--- src/design/sram_host_regs.svh ---
// timing constants for the static memory host controller
`ifndef SRAM_HOST_REGS_SVH
`define SRAM_HOST_REGS_SVH
// ---------------------------------------------------------------
// widths
// ---------------------------------------------------------------
`define SRAM_ADDR_W 15
`define SRAM_DATA_W 8
`define SRAM_TMR_W 8
// ---------------------------------------------------------------
// times in ns and derived cycle counts at sys_clk
// ---------------------------------------------------------------
`define SRAM_CLK_NS 5
`define SRAM_T_RC_NS 70
`define SRAM_T_WC_NS 70
`define SRAM_T_WP_NS 55
`define SRAM_SYNC_STAGES 2
`define SRAM_RD_CYC ((`SRAM_T_RC_NS + `SRAM_CLK_NS - 1) / `SRAM_CLK_NS)
`define SRAM_WP_CYC ((`SRAM_T_WP_NS + `SRAM_CLK_NS - 1) / `SRAM_CLK_NS)
`define SRAM_WC_CYC ((`SRAM_T_WC_NS + `SRAM_CLK_NS - 1) / `SRAM_CLK_NS)
`define SRAM_RD_TOT (`SRAM_RD_CYC + `SRAM_SYNC_STAGES + 1)
`define SRAM_WREC_CYC (`SRAM_WC_CYC - `SRAM_WP_CYC)
`endif

--- src/design/sram_host_pkg.sv ---
// types shared by the static memory host controller
package sram_host_pkg;
  // ---------------------------------------------------------------
  // controller states, one-hot
  // ---------------------------------------------------------------
  typedef enum logic [3:0] {
    ST_IDLE = 4'h1,
    ST_READ = 4'h2,
    ST_WRITE = 4'h4,
    ST_WREC = 4'h8
  } host_state_t;
endpackage : sram_host_pkg

--- src/design/phase_timer_if.sv ---
// carrier between the controller and its phase timer
`include "sram_host_regs.svh"
interface phase_timer_if;
  logic load;
  logic [`SRAM_TMR_W-1:0] load_val;
  logic expired;
  modport ctrl (output load, output load_val, input expired);
  modport timer (input load, input load_val, output expired);
endinterface : phase_timer_if

--- src/design/sram_host_ctrl.sv ---
// host controller driving an asynchronous 32k x 8 static memory
// ---------------------------------------------------------------
// ---------------------------------------------------------------
`include "sram_host_regs.svh"
module sram_host_ctrl #(
  parameter int unsigned RD_TOT = `SRAM_RD_TOT,
  parameter int unsigned WP_CYC = `SRAM_WP_CYC,
  parameter int unsigned WREC_CYC = `SRAM_WREC_CYC
) (
  // clock and reset
  input wire logic sys_clk,
  input wire logic resetn,
  // user request
  input wire logic req_valid,
  input wire logic req_write,
  input wire logic [`SRAM_ADDR_W-1:0] req_addr,
  input wire logic [`SRAM_DATA_W-1:0] req_wdata,
  output logic req_ready,
  // user answer
  output logic rsp_valid,
  output logic [`SRAM_DATA_W-1:0] rsp_rdata,
  // memory pins
  output logic sel_n,
  output logic wstrobe_n,
  output logic odrive_n,
  output logic [`SRAM_ADDR_W-1:0] word_select_lines,
  input wire logic [`SRAM_DATA_W-1:0] shared_data_lines_in,
  output logic [`SRAM_DATA_W-1:0] shared_data_lines_out,
  output logic shared_data_lines_oe
);
  // ---------------------------------------------------------------
  // phase timer
  // ---------------------------------------------------------------
  phase_timer_if tmr ();

  sram_phase_timer u_timer (
    .sys_clk(sys_clk),
    .resetn(resetn),
    .tmr(tmr)
  );

  function automatic logic [`SRAM_TMR_W-1:0] phase_len(input int unsigned cyc);
    phase_len = `SRAM_TMR_W'(cyc - 1);
  endfunction : phase_len

  // ---------------------------------------------------------------
  // read data synchroniser
  // ---------------------------------------------------------------
  // pins change with no relation to sys_clk, so the read phase is
  // stretched by the two sync stages before the word is taken
  logic [`SRAM_DATA_W-1:0] data_meta;
  logic [`SRAM_DATA_W-1:0] data_sync;

  always_ff @(posedge sys_clk or negedge resetn) begin
    if (!resetn) begin
      data_meta <= '0;
      data_sync <= '0;
    end else begin
      data_meta <= shared_data_lines_in;
      data_sync <= data_meta;
    end
  end

  // ---------------------------------------------------------------
  // sequencer
  // ---------------------------------------------------------------
  sram_host_pkg::host_state_t state;
  sram_host_pkg::host_state_t next_state;
  logic next_sel_n;
  logic next_wstrobe_n;
  logic next_odrive_n;
  logic [`SRAM_ADDR_W-1:0] next_addr;
  logic [`SRAM_DATA_W-1:0] next_dout;
  logic next_oe;
  logic next_rsp_valid;
  logic [`SRAM_DATA_W-1:0] next_rdata;
  logic read_done;

  assign read_done = (state == sram_host_pkg::ST_READ) && tmr.expired;
  // a read can chain straight into another read, a write waits for idle
  assign req_ready = (state == sram_host_pkg::ST_IDLE) || (read_done && !req_write);

  always_comb begin
    next_state = state;
    next_sel_n = sel_n;
    next_wstrobe_n = wstrobe_n;
    next_odrive_n = odrive_n;
    next_addr = word_select_lines;
    next_dout = shared_data_lines_out;
    next_oe = shared_data_lines_oe;
    next_rsp_valid = 1'b0;
    next_rdata = rsp_rdata;
    tmr.load = 1'b0;
    tmr.load_val = '0;
    case (state)
      sram_host_pkg::ST_IDLE: begin
        if (req_valid && req_write) begin
          next_state = sram_host_pkg::ST_WRITE;
          next_sel_n = 1'b0;
          next_wstrobe_n = 1'b0;
          next_odrive_n = 1'b1;
          next_addr = req_addr;
          next_dout = req_wdata;
          next_oe = 1'b1;
          tmr.load = 1'b1;
          tmr.load_val = phase_len(WP_CYC);
        end else if (req_valid) begin
          next_state = sram_host_pkg::ST_READ;
          next_sel_n = 1'b0;
          next_wstrobe_n = 1'b1;
          next_odrive_n = 1'b0;
          next_addr = req_addr;
          next_oe = 1'b0;
          tmr.load = 1'b1;
          tmr.load_val = phase_len(RD_TOT);
        end
      end
      sram_host_pkg::ST_READ: begin
        if (tmr.expired) begin
          next_rsp_valid = 1'b1;
          next_rdata = data_sync;
          if (req_valid && !req_write) begin
            // select and output drive stay low, only the word changes
            next_addr = req_addr;
            tmr.load = 1'b1;
            tmr.load_val = phase_len(RD_TOT);
          end else begin
            next_state = sram_host_pkg::ST_IDLE;
            next_sel_n = 1'b1;
            next_odrive_n = 1'b1;
          end
        end
      end
      sram_host_pkg::ST_WRITE: begin
        if (tmr.expired) begin
          // data held past the strobe rise for a clean hold time
          next_state = sram_host_pkg::ST_WREC;
          next_wstrobe_n = 1'b1;
          tmr.load = 1'b1;
          tmr.load_val = phase_len(WREC_CYC);
        end
      end
      sram_host_pkg::ST_WREC: begin
        if (tmr.expired) begin
          next_state = sram_host_pkg::ST_IDLE;
          next_sel_n = 1'b1;
          next_oe = 1'b0;
        end
      end
      default: begin
        next_state = sram_host_pkg::ST_IDLE;
        next_sel_n = 1'b1;
        next_wstrobe_n = 1'b1;
        next_odrive_n = 1'b1;
        next_oe = 1'b0;
      end
    endcase
  end

  always_ff @(posedge sys_clk or negedge resetn) begin
    if (!resetn) begin
      state <= sram_host_pkg::ST_IDLE;
      sel_n <= 1'b1;
      wstrobe_n <= 1'b1;
      odrive_n <= 1'b1;
      word_select_lines <= '0;
      shared_data_lines_out <= '0;
      shared_data_lines_oe <= 1'b0;
      rsp_valid <= 1'b0;
      rsp_rdata <= '0;
    end else begin
      state <= next_state;
      sel_n <= next_sel_n;
      wstrobe_n <= next_wstrobe_n;
      odrive_n <= next_odrive_n;
      word_select_lines <= next_addr;
      shared_data_lines_out <= next_dout;
      shared_data_lines_oe <= next_oe;
      rsp_valid <= next_rsp_valid;
      rsp_rdata <= next_rdata;
    end
  end

  // ---------------------------------------------------------------
  // checks
  // ---------------------------------------------------------------
  // helper counters of phase lengths, read only by the checks
  logic [`SRAM_TMR_W-1:0] rd_len;
  logic [`SRAM_TMR_W-1:0] wp_len;
  logic [`SRAM_TMR_W-1:0] next_rd_len;
  logic [`SRAM_TMR_W-1:0] next_wp_len;

  // rd_len restarts at every timer load, so a chained read is timed
  // exactly like one that starts from idle
  always_comb begin
    next_rd_len = tmr.load ? `SRAM_TMR_W'(1) : rd_len + `SRAM_TMR_W'(1);
    next_wp_len = !wstrobe_n ? wp_len + `SRAM_TMR_W'(1) : '0;
  end

  always_ff @(posedge sys_clk or negedge resetn) begin
    if (!resetn) begin
      rd_len <= '0;
      wp_len <= '0;
    end else begin
      rd_len <= next_rd_len;
      wp_len <= next_wp_len;
    end
  end
endmodule : sram_host_ctrl

--- src/design/sram_phase_timer.sv ---
// down counter that times each bus phase
`include "sram_host_regs.svh"
module sram_phase_timer (
  // clock and reset
  input wire logic sys_clk,
  input wire logic resetn,
  // controller side
  phase_timer_if.timer tmr
);
  logic [`SRAM_TMR_W-1:0] cnt;
  logic [`SRAM_TMR_W-1:0] next_cnt;

  always_comb begin
    next_cnt = cnt;
    if (tmr.load) begin
      next_cnt = tmr.load_val;
    end else if (cnt != '0) begin
      next_cnt = cnt - `SRAM_TMR_W'(1);
    end
  end

  always_ff @(posedge sys_clk or negedge resetn) begin
    if (!resetn) begin
      cnt <= '0;
    end else begin
      cnt <= next_cnt;
    end
  end

  // expired must not look at load: the controller derives load from
  // expired, and a term back would close a combinational loop
  assign tmr.expired = (cnt == '0);
endmodule : sram_phase_timer

--- config.mk ---
export PLATFORM = sky130hd
export DESIGN_NAME = sram_host_ctrl
export DESIGN_NICKNAME = d
export VERILOG_FILES = /design/src/design/sram_host_pkg.sv /design/src/design/phase_timer_if.sv /design/src/design/sram_host_ctrl.sv /design/src/design/sram_phase_timer.sv
export VERILOG_INCLUDE_DIRS = /design/src /design/src/design
export SDC_FILE = /design/constraint.sdc
export NUM_CORES = 1
export LEC_CHECK = 0
export CAP_MARGIN = 5
export CORE_MARGIN = 5
export CORE_UTILIZATION = 50
export CTS_BUF_LIST = sky130_fd_sc_hd__clkbuf_8
export CTS_CLUSTER_DIAMETER = 100
export DETAILED_ROUTE_END_ITERATION = 8
export DONT_BUFFER_PORTS = 1
export SLEW_MARGIN = 20
export SYNTH_ARGS = -nofsm -noshare
export SYNTH_HDL_FRONTEND = slang
export SYNTH_HIERARCHICAL = 1
export SYNTH_SLANG_ARGS = --single-unit
--- constraint.sdc ---
create_clock -name sys_clk -period 3.8 [get_ports sys_clk]
set_input_delay 0.19 -clock sys_clk [delete_from_list [all_inputs] [get_ports sys_clk]]
set_output_delay 0.19 -clock sys_clk [all_outputs]
set_load 0.005 [all_outputs]
==> results_dict.tcl, run 1 <==
set metrics [dict create \
    report.final.slew_viol_count 0 \
    routed_wl_um 5710 \
    fmax_mhz 340 \
    grt_pass1_vias 1890 \
    nFillCells 402 \
    clock_skew_ns 0.00564 \
    grt_max_degree 65 \
    clkTransAtPathRegs_ns 0.07 \
    synth.top_cell.area_share 0.545 \
    row_count 27 \
    cts_root_buf "clkbuf_8" \
    io_pins 72 \
    rsz0062_at_grt "false" \
    cpPeakStageDelay_ns 0.60 \
    dp_hpwl_um 3690 \
    grt_usage 0.173 \
    synthTopCellsByArea "dfrtp_1 54%, mux2_4 8.2%, mux2_1 4.9%" \
    post_cts.repair.setup_buffers 0 \
    dp_worst_setup_slack_ns 0.851 \
    path_cells "or4_4 > nor3_1 > buf_4 > inv_1 > o21ai_0 > inv_1 > o221a_2" \
    place.gp.congestion 0.831 \
    synthCells 207 \
    cp.arrival_ns 3.17 \
    finalNetCount 284 \
    worst_slew_pin_slew_ns 0.734 \
    area_growth_pct 23.8 \
    crit_family "compound AO/OA/AOI/OAI gates" \
    first_iter_violations 130 \
    finalNonFillerCells 325 \
    hp-class "in -> reg" \
    die_w_um 84.2 \
    worstSetupPathType "reg -> reg" \
    yosys.area.top_type "dfrtp_1" \
    synth_warnings 6 \
    routedWlPerCell_um 17.6 \
    finalWorstPathRequiredPeriod_ns 2.94 \
    clk_latency_ns 0.34 \
    die_h_um 84.2 \
    drive_gt1_frac 0.202 \
    dr.pass1.iters 4 \
    clock-sinks 64 \
    max-cap-violations 0 \
    viasPerCell 5.52 \
    power_density_mw_per_mm2 761 \
    die_area_mm2 0.00709 \
    synth_seq_cells 64 \
    post-route-period-util 0.774 \
    slew-limit-headroom 0.506 \
    synth_most_common_cell "dfrtp_1" \
    fin_util 0.627 \
    core_mm2 0.00544 \
    synthArstFlopShare 1.00 \
    synth.distinct_cells 52 \
    antenna_found_initial 0 \
    via_count 1795 \
    status "finished, final reports clean" \
    cts_tree "built" \
    power_w 0.00259 \
    critPathLaunchType "register" \
    synthTopCellsByCount "60 x dfrtp_1, 15 x mux2_4, 12 x mux2_1" \
    io_buffers 0 \
    numCtsBuffers 9 \
    crit_top_cell "inv_1" \
    globalRouteOverflowTotal 0 \
    synth_edf_count 0 \
    crit_path_max_fanout 12 \
    crit_slowest_cell "o21ai_0" \
    leakagePower_nw 1.51 \
    path_buf_inv 3 \
    end_kind "register" \
    diodes 0 \
    ys_dominant_reg_cell "dfrtp_1" \
    setup_tns_ns 0 \
    clock_path_buffers 2 \
    synth_seq_area_share 0.583 \
    worstPathRequired_ns 4.03 \
    drc 0 \
    dp_cells 275 \
    worst_slack_ns 0.859 \
    postRouteAntennaNets 0 \
    h-tree-depth 3 \
    finalSetupViolCount 0 \
    initial_core_util 0.507 \
    synth_area_mm2 0.00276 \
    grt_pass1_wl_um 9520 \
    ir_drop_uv 477 \
    final_hold_viol_count 0 \
    postSynthAreaPerCell_um2 13.3 \
]
==> sequential cells by signal, summed over array words and instances, names as in the netlist <==
| signal | cells |
|---|---|
| word_select_lines | 15 |
| data_meta | 8 |
| data_sync | 8 |
| rsp_rdata | 8 |
| shared_data_lines_out | 8 |
| u_timer/cnt | 8 |
| state | 4 |
| odrive_n | 1 |
| rsp_valid | 1 |
| sel_n | 1 |
| shared_data_lines_oe | 1 |
| wstrobe_n | 1 |
==> what timing repair did <==
action	CTS	global route
gates resized for setup	0	0
hold buffers	34	0
hold endpoints to repair	96	0
==> routing by layer <==
layer  wire length, um  global-route usage  vias to the layer above
met1              2200               0.189                      886
met3               443              0.0716                       10
met4                96              0.0760                        0
met2              2970               0.295                       80
met5                 0                   0                        -
li1                  -                   -                      819
==> tightest hold or removal path, stage by stage <==
cell	delay [ns]
nand3_1	0.08
nand2_1	0.08
nand2_1	0.04
==> cell type report <==
class                      instances  area [um^2]  share of cell area
clock buffer                      10          138              0.0404
clock inverter                     6          115              0.0338
inverter                           7         26.3             0.00771
multi-input combinational        131         1070               0.313
sequential                        64         1610               0.471
tap                               72         90.1              0.0264
timing repair buffer              35          365               0.107
==> stage by stage <==
step	instance area [um^2]	hold WS, ns
detailed placement	2800	-0.103
global route	3410	0.0926
floorplan	2770	-0.106
global placement	2800	-0.104
CTS	3410	0.0494
finish	3410	0.0602
==> power breakdown <==
group | leakage, nW | total (W) | switching [W] | internal, W
clock | 0.123 | 0.000729 | 0.000272 | 0.000457
combinational | 0.620 | 0.000728 | 0.000326 | 0.000401
sequential | 0.772 | 0.00114 | 0.000230 | 0.000907
total | 1.51 | 0.00259 | 0.000828 | 0.00177
==> worst paths after layout <==
kind,from,endpoint,slack (ns),cells past startpoint
setup / recovery,u_timer/cnt[3],u_timer/cnt[0],0.86,7
min in group asynchronous,resetn,rsp_rdata[2],0.39,2
hold / removal,req_valid,sel_n,0.06,3
setup reg to reg,u_timer/cnt[3],u_timer/cnt[0],0.86,7
hold reg to reg,data_meta[6],data_sync[6],0.35,0
max in group asynchronous,resetn,wstrobe_n,3.11,2
==> placed cells by master (no fill, tap or decap), drive strengths merged, types with 2 or more instances in the layout <==
cell type,instances
o21ai,12
nor2,13
nand2b,4
or4,2
buf,2
nand2,9
bufinv,3
inv,8
nor4,2
dlygate4sd3,33
nor2b,5
nand3,2
dfstp,4
nor3b,3
dfrtp,60
a31oi,3
o21a,2
mux2,31
and2b,2
a221oi,3
conb,5
o31ai,4
clkbuf,10
nor3,5
a21oi,7
==> cells by family after synthesis <==
logic type,after synthesis,share of synthesized area
AO/OA/AOI/OAI,39,0.0986
other,1,0.00136
AND/OR/NAND/NOR,54,0.128
flip-flops,64,0.583
buffers and inverters,16,0.0345
multiplexers,31,0.147
XOR/XNOR,1,0.00318
adder cells (fa/ha/maj),1,0.00454
Power figures use the tool's default switching activity.
==> run 2: changes to the inputs <==
==> constraint.sdc (replaced) <==
create_clock -name sys_clk -period 3 [get_ports sys_clk]
set_input_delay 0.15 -clock sys_clk [delete_from_list [all_inputs] [get_ports sys_clk]]
set_output_delay 0.15 -clock sys_clk [all_outputs]
set_load 0.005 [all_outputs]
==> results_dict.tcl, run 2 (synthesized netlist as in run 1, its figures left out) <==
set metrics [dict create \
    status "finished, final reports clean" \
    grt_pass1_wl_um 9410 \
    cpPeakStageDelay_ns 0.59 \
    r2r-start "u_timer/cnt[3]" \
    cts-resized-gates 0 \
    report.final.slew_viol_count 0 \
    finalNonFillerCells 326 \
    slew-limit-headroom 0.560 \
    path_cells "or4_4 > nor3_1 > buf_4 > nand2_1 > o21a_1 > nor2_1" \
    layout.area.seq_mm2 0.00161 \
    p_sw_w 0.00103 \
    rrSetupSlack_ns 0.58 \
    clock_path_buffers 2 \
    clkTransAtPathRegs_ns 0.07 \
    dr.pass1.iters 4 \
    initial_core_util 0.507 \
    intPower_w 0.00207 \
    h-tree-depth 3 \
    grt_usage 0.172 \
    post_cts.repair.setup_buffers 0 \
    largest_reg_flops 15 \
    clock-sinks 64 \
    routedWlPerCell_um 17.3 \
    post-route-period-util 0.821 \
    p_comb_frac 0.301 \
    postRouteAntennaNets 0 \
    regMostFlops "word_select_lines" \
    viasPerCell 5.46 \
    worstSetupPathType "reg -> out" \
    final_hold_viol_count 0 \
    die_w_um 84.2 \
    first_iter_violations 88 \
    diodes 0 \
    cp.arrival_ns 2.31 \
    finalWorstPathRequiredPeriod_ns 2.46 \
    worstPathRequired_ns 2.85 \
    endpoint "req_ready" \
    pwr-share-seq 0.468 \
    drc 0 \
    finalNetCount 285 \
    place.gp.congestion 0.846 \
    row_count 27 \
    ir_drop_uv 479 \
    layout_common_cells "60 x dfrtp_1, 33 x dlygate4sd3_1, 15 x mux2_4" \
    drive_gt1_frac 0.201 \
    leakagePower_nw 1.50 \
    cp-startpoint "u_timer/cnt[3]" \
    ctsHoldBuffers 34 \
    crit_path_max_fanout 11 \
    dp_hpwl_um 3820 \
    die_h_um 84.2 \
    routed_wl_um 5640 \
    end_kind "primary output" \
    multiInputGateArea_mm2 0.00107 \
    hp-class "in -> reg" \
    r2r_cells 6 \
    die_area_mm2 0.00709 \
    critPathLaunchType "register" \
    clock_skew_ns 0.00894 \
    worst_slew_pin_slew_ns 0.660 \
    numCtsBuffers 9 \
    reg2reg_to "word_select_lines[4]" \
    power_density_mw_per_mm2 921 \
    crit_slowest_cell "or4_4" \
    globalRouteOverflowTotal 0 \
    antenna_found_initial 0 \
    clk_latency_ns 0.33 \
    dp_cells 276 \
    final_common_cell "dfrtp_1" \
    via_count 1780 \
    cts_tree "built" \
    finalSetupViolCount 0 \
    core_mm2 0.00544 \
    area_growth_pct 22.0 \
    rsz0062_at_grt "false" \
    sw_frac_of_total 0.333 \
    max-cap-violations 0 \
    setup_tns_ns 0 \
    fmax_mhz 406 \
    grt_pass1_vias 1922 \
    io_buffers 0 \
    nFillCells 405 \
    grt_max_degree 65 \
    cts_root_buf "clkbuf_8" \
    clkPwrFrac 0.231 \
    io_pins 72 \
]
run 2: layout make-up:
cell class,instances,share of cell area
flip-flops and latches,64,0.478
repair buffers,36,0.111
inverters,7,0.00782
multi-input cells,131,0.318
clock inverters,6,0.0179
clock buffers,10,0.0409
well taps,72,0.0268
run 2: through the flow:
step	hold WS [ns]	worst slack, ns	area, um^2	total power, W	utilization
finish	0.0252	0.538	3360	0.00310	0.618
global route	0.0193	0.326	3360	0.00329	0.618
CTS	0.00735	0.508	3360	0.00313	0.618
floorplan	-0.146	0.278	2770	0.00217	-
global placement	-0.144	0.644	2810	0.00227	0.516
detailed placement	-0.144	0.585	2810	0.00233	0.516
run 2: worst min path at each step:
stage / endpoint / slack [ns] / from / cells past startpoint
3_3_place_gp: rsp_rdata[0] / -0.14 / resetn / 0
5_1_grt: sel_n / 0.02 / req_valid / 3
6_report: sel_n / 0.03 / req_valid / 3
4_1_cts: sel_n / 0.007 / req_valid / 3
3_5_place_dp: rsp_rdata[0] / -0.14 / resetn / 0
2_1_floorplan: data_meta[0] / -0.15 / resetn / 0
run 2: per-layer routing:
| layer | track usage | up-vias | routed length, um |
|---|---|---|---|
| li1 | - | 818 | - |
| met1 | 0.180 | 891 | 2090 |
| met2 | 0.293 | 66 | 3010 |
| met3 | 0.0932 | 5 | 490 |
| met4 | 0.0585 | 0 | 47 |
| met5 | 0 | - | 0 |
run 2: worst max-delay path: cells and delay by family, from the launching register on:
family | cells | cell delay (ns)
and+or+nand+nor | 4 | 1.10
AOI/OAI and AO/OA | 1 | 0.19
DFF | 1 | 0.46
buffers and inverters | 1 | 0.23
run 2: power groups by stage:
stage / Clock, W / Combinational, W / Sequential, W
3_3_place_gp: 0 / 0.000835 / 0.00144
3_5_place_dp: 0 / 0.000882 / 0.00145
4_1_cts: 0.000750 / 0.000936 / 0.00144
5_1_grt: 0.000777 / 0.00102 / 0.00148
2_1_floorplan: 0 / 0.000839 / 0.00133
6_report: 0.000716 / 0.000932 / 0.00145
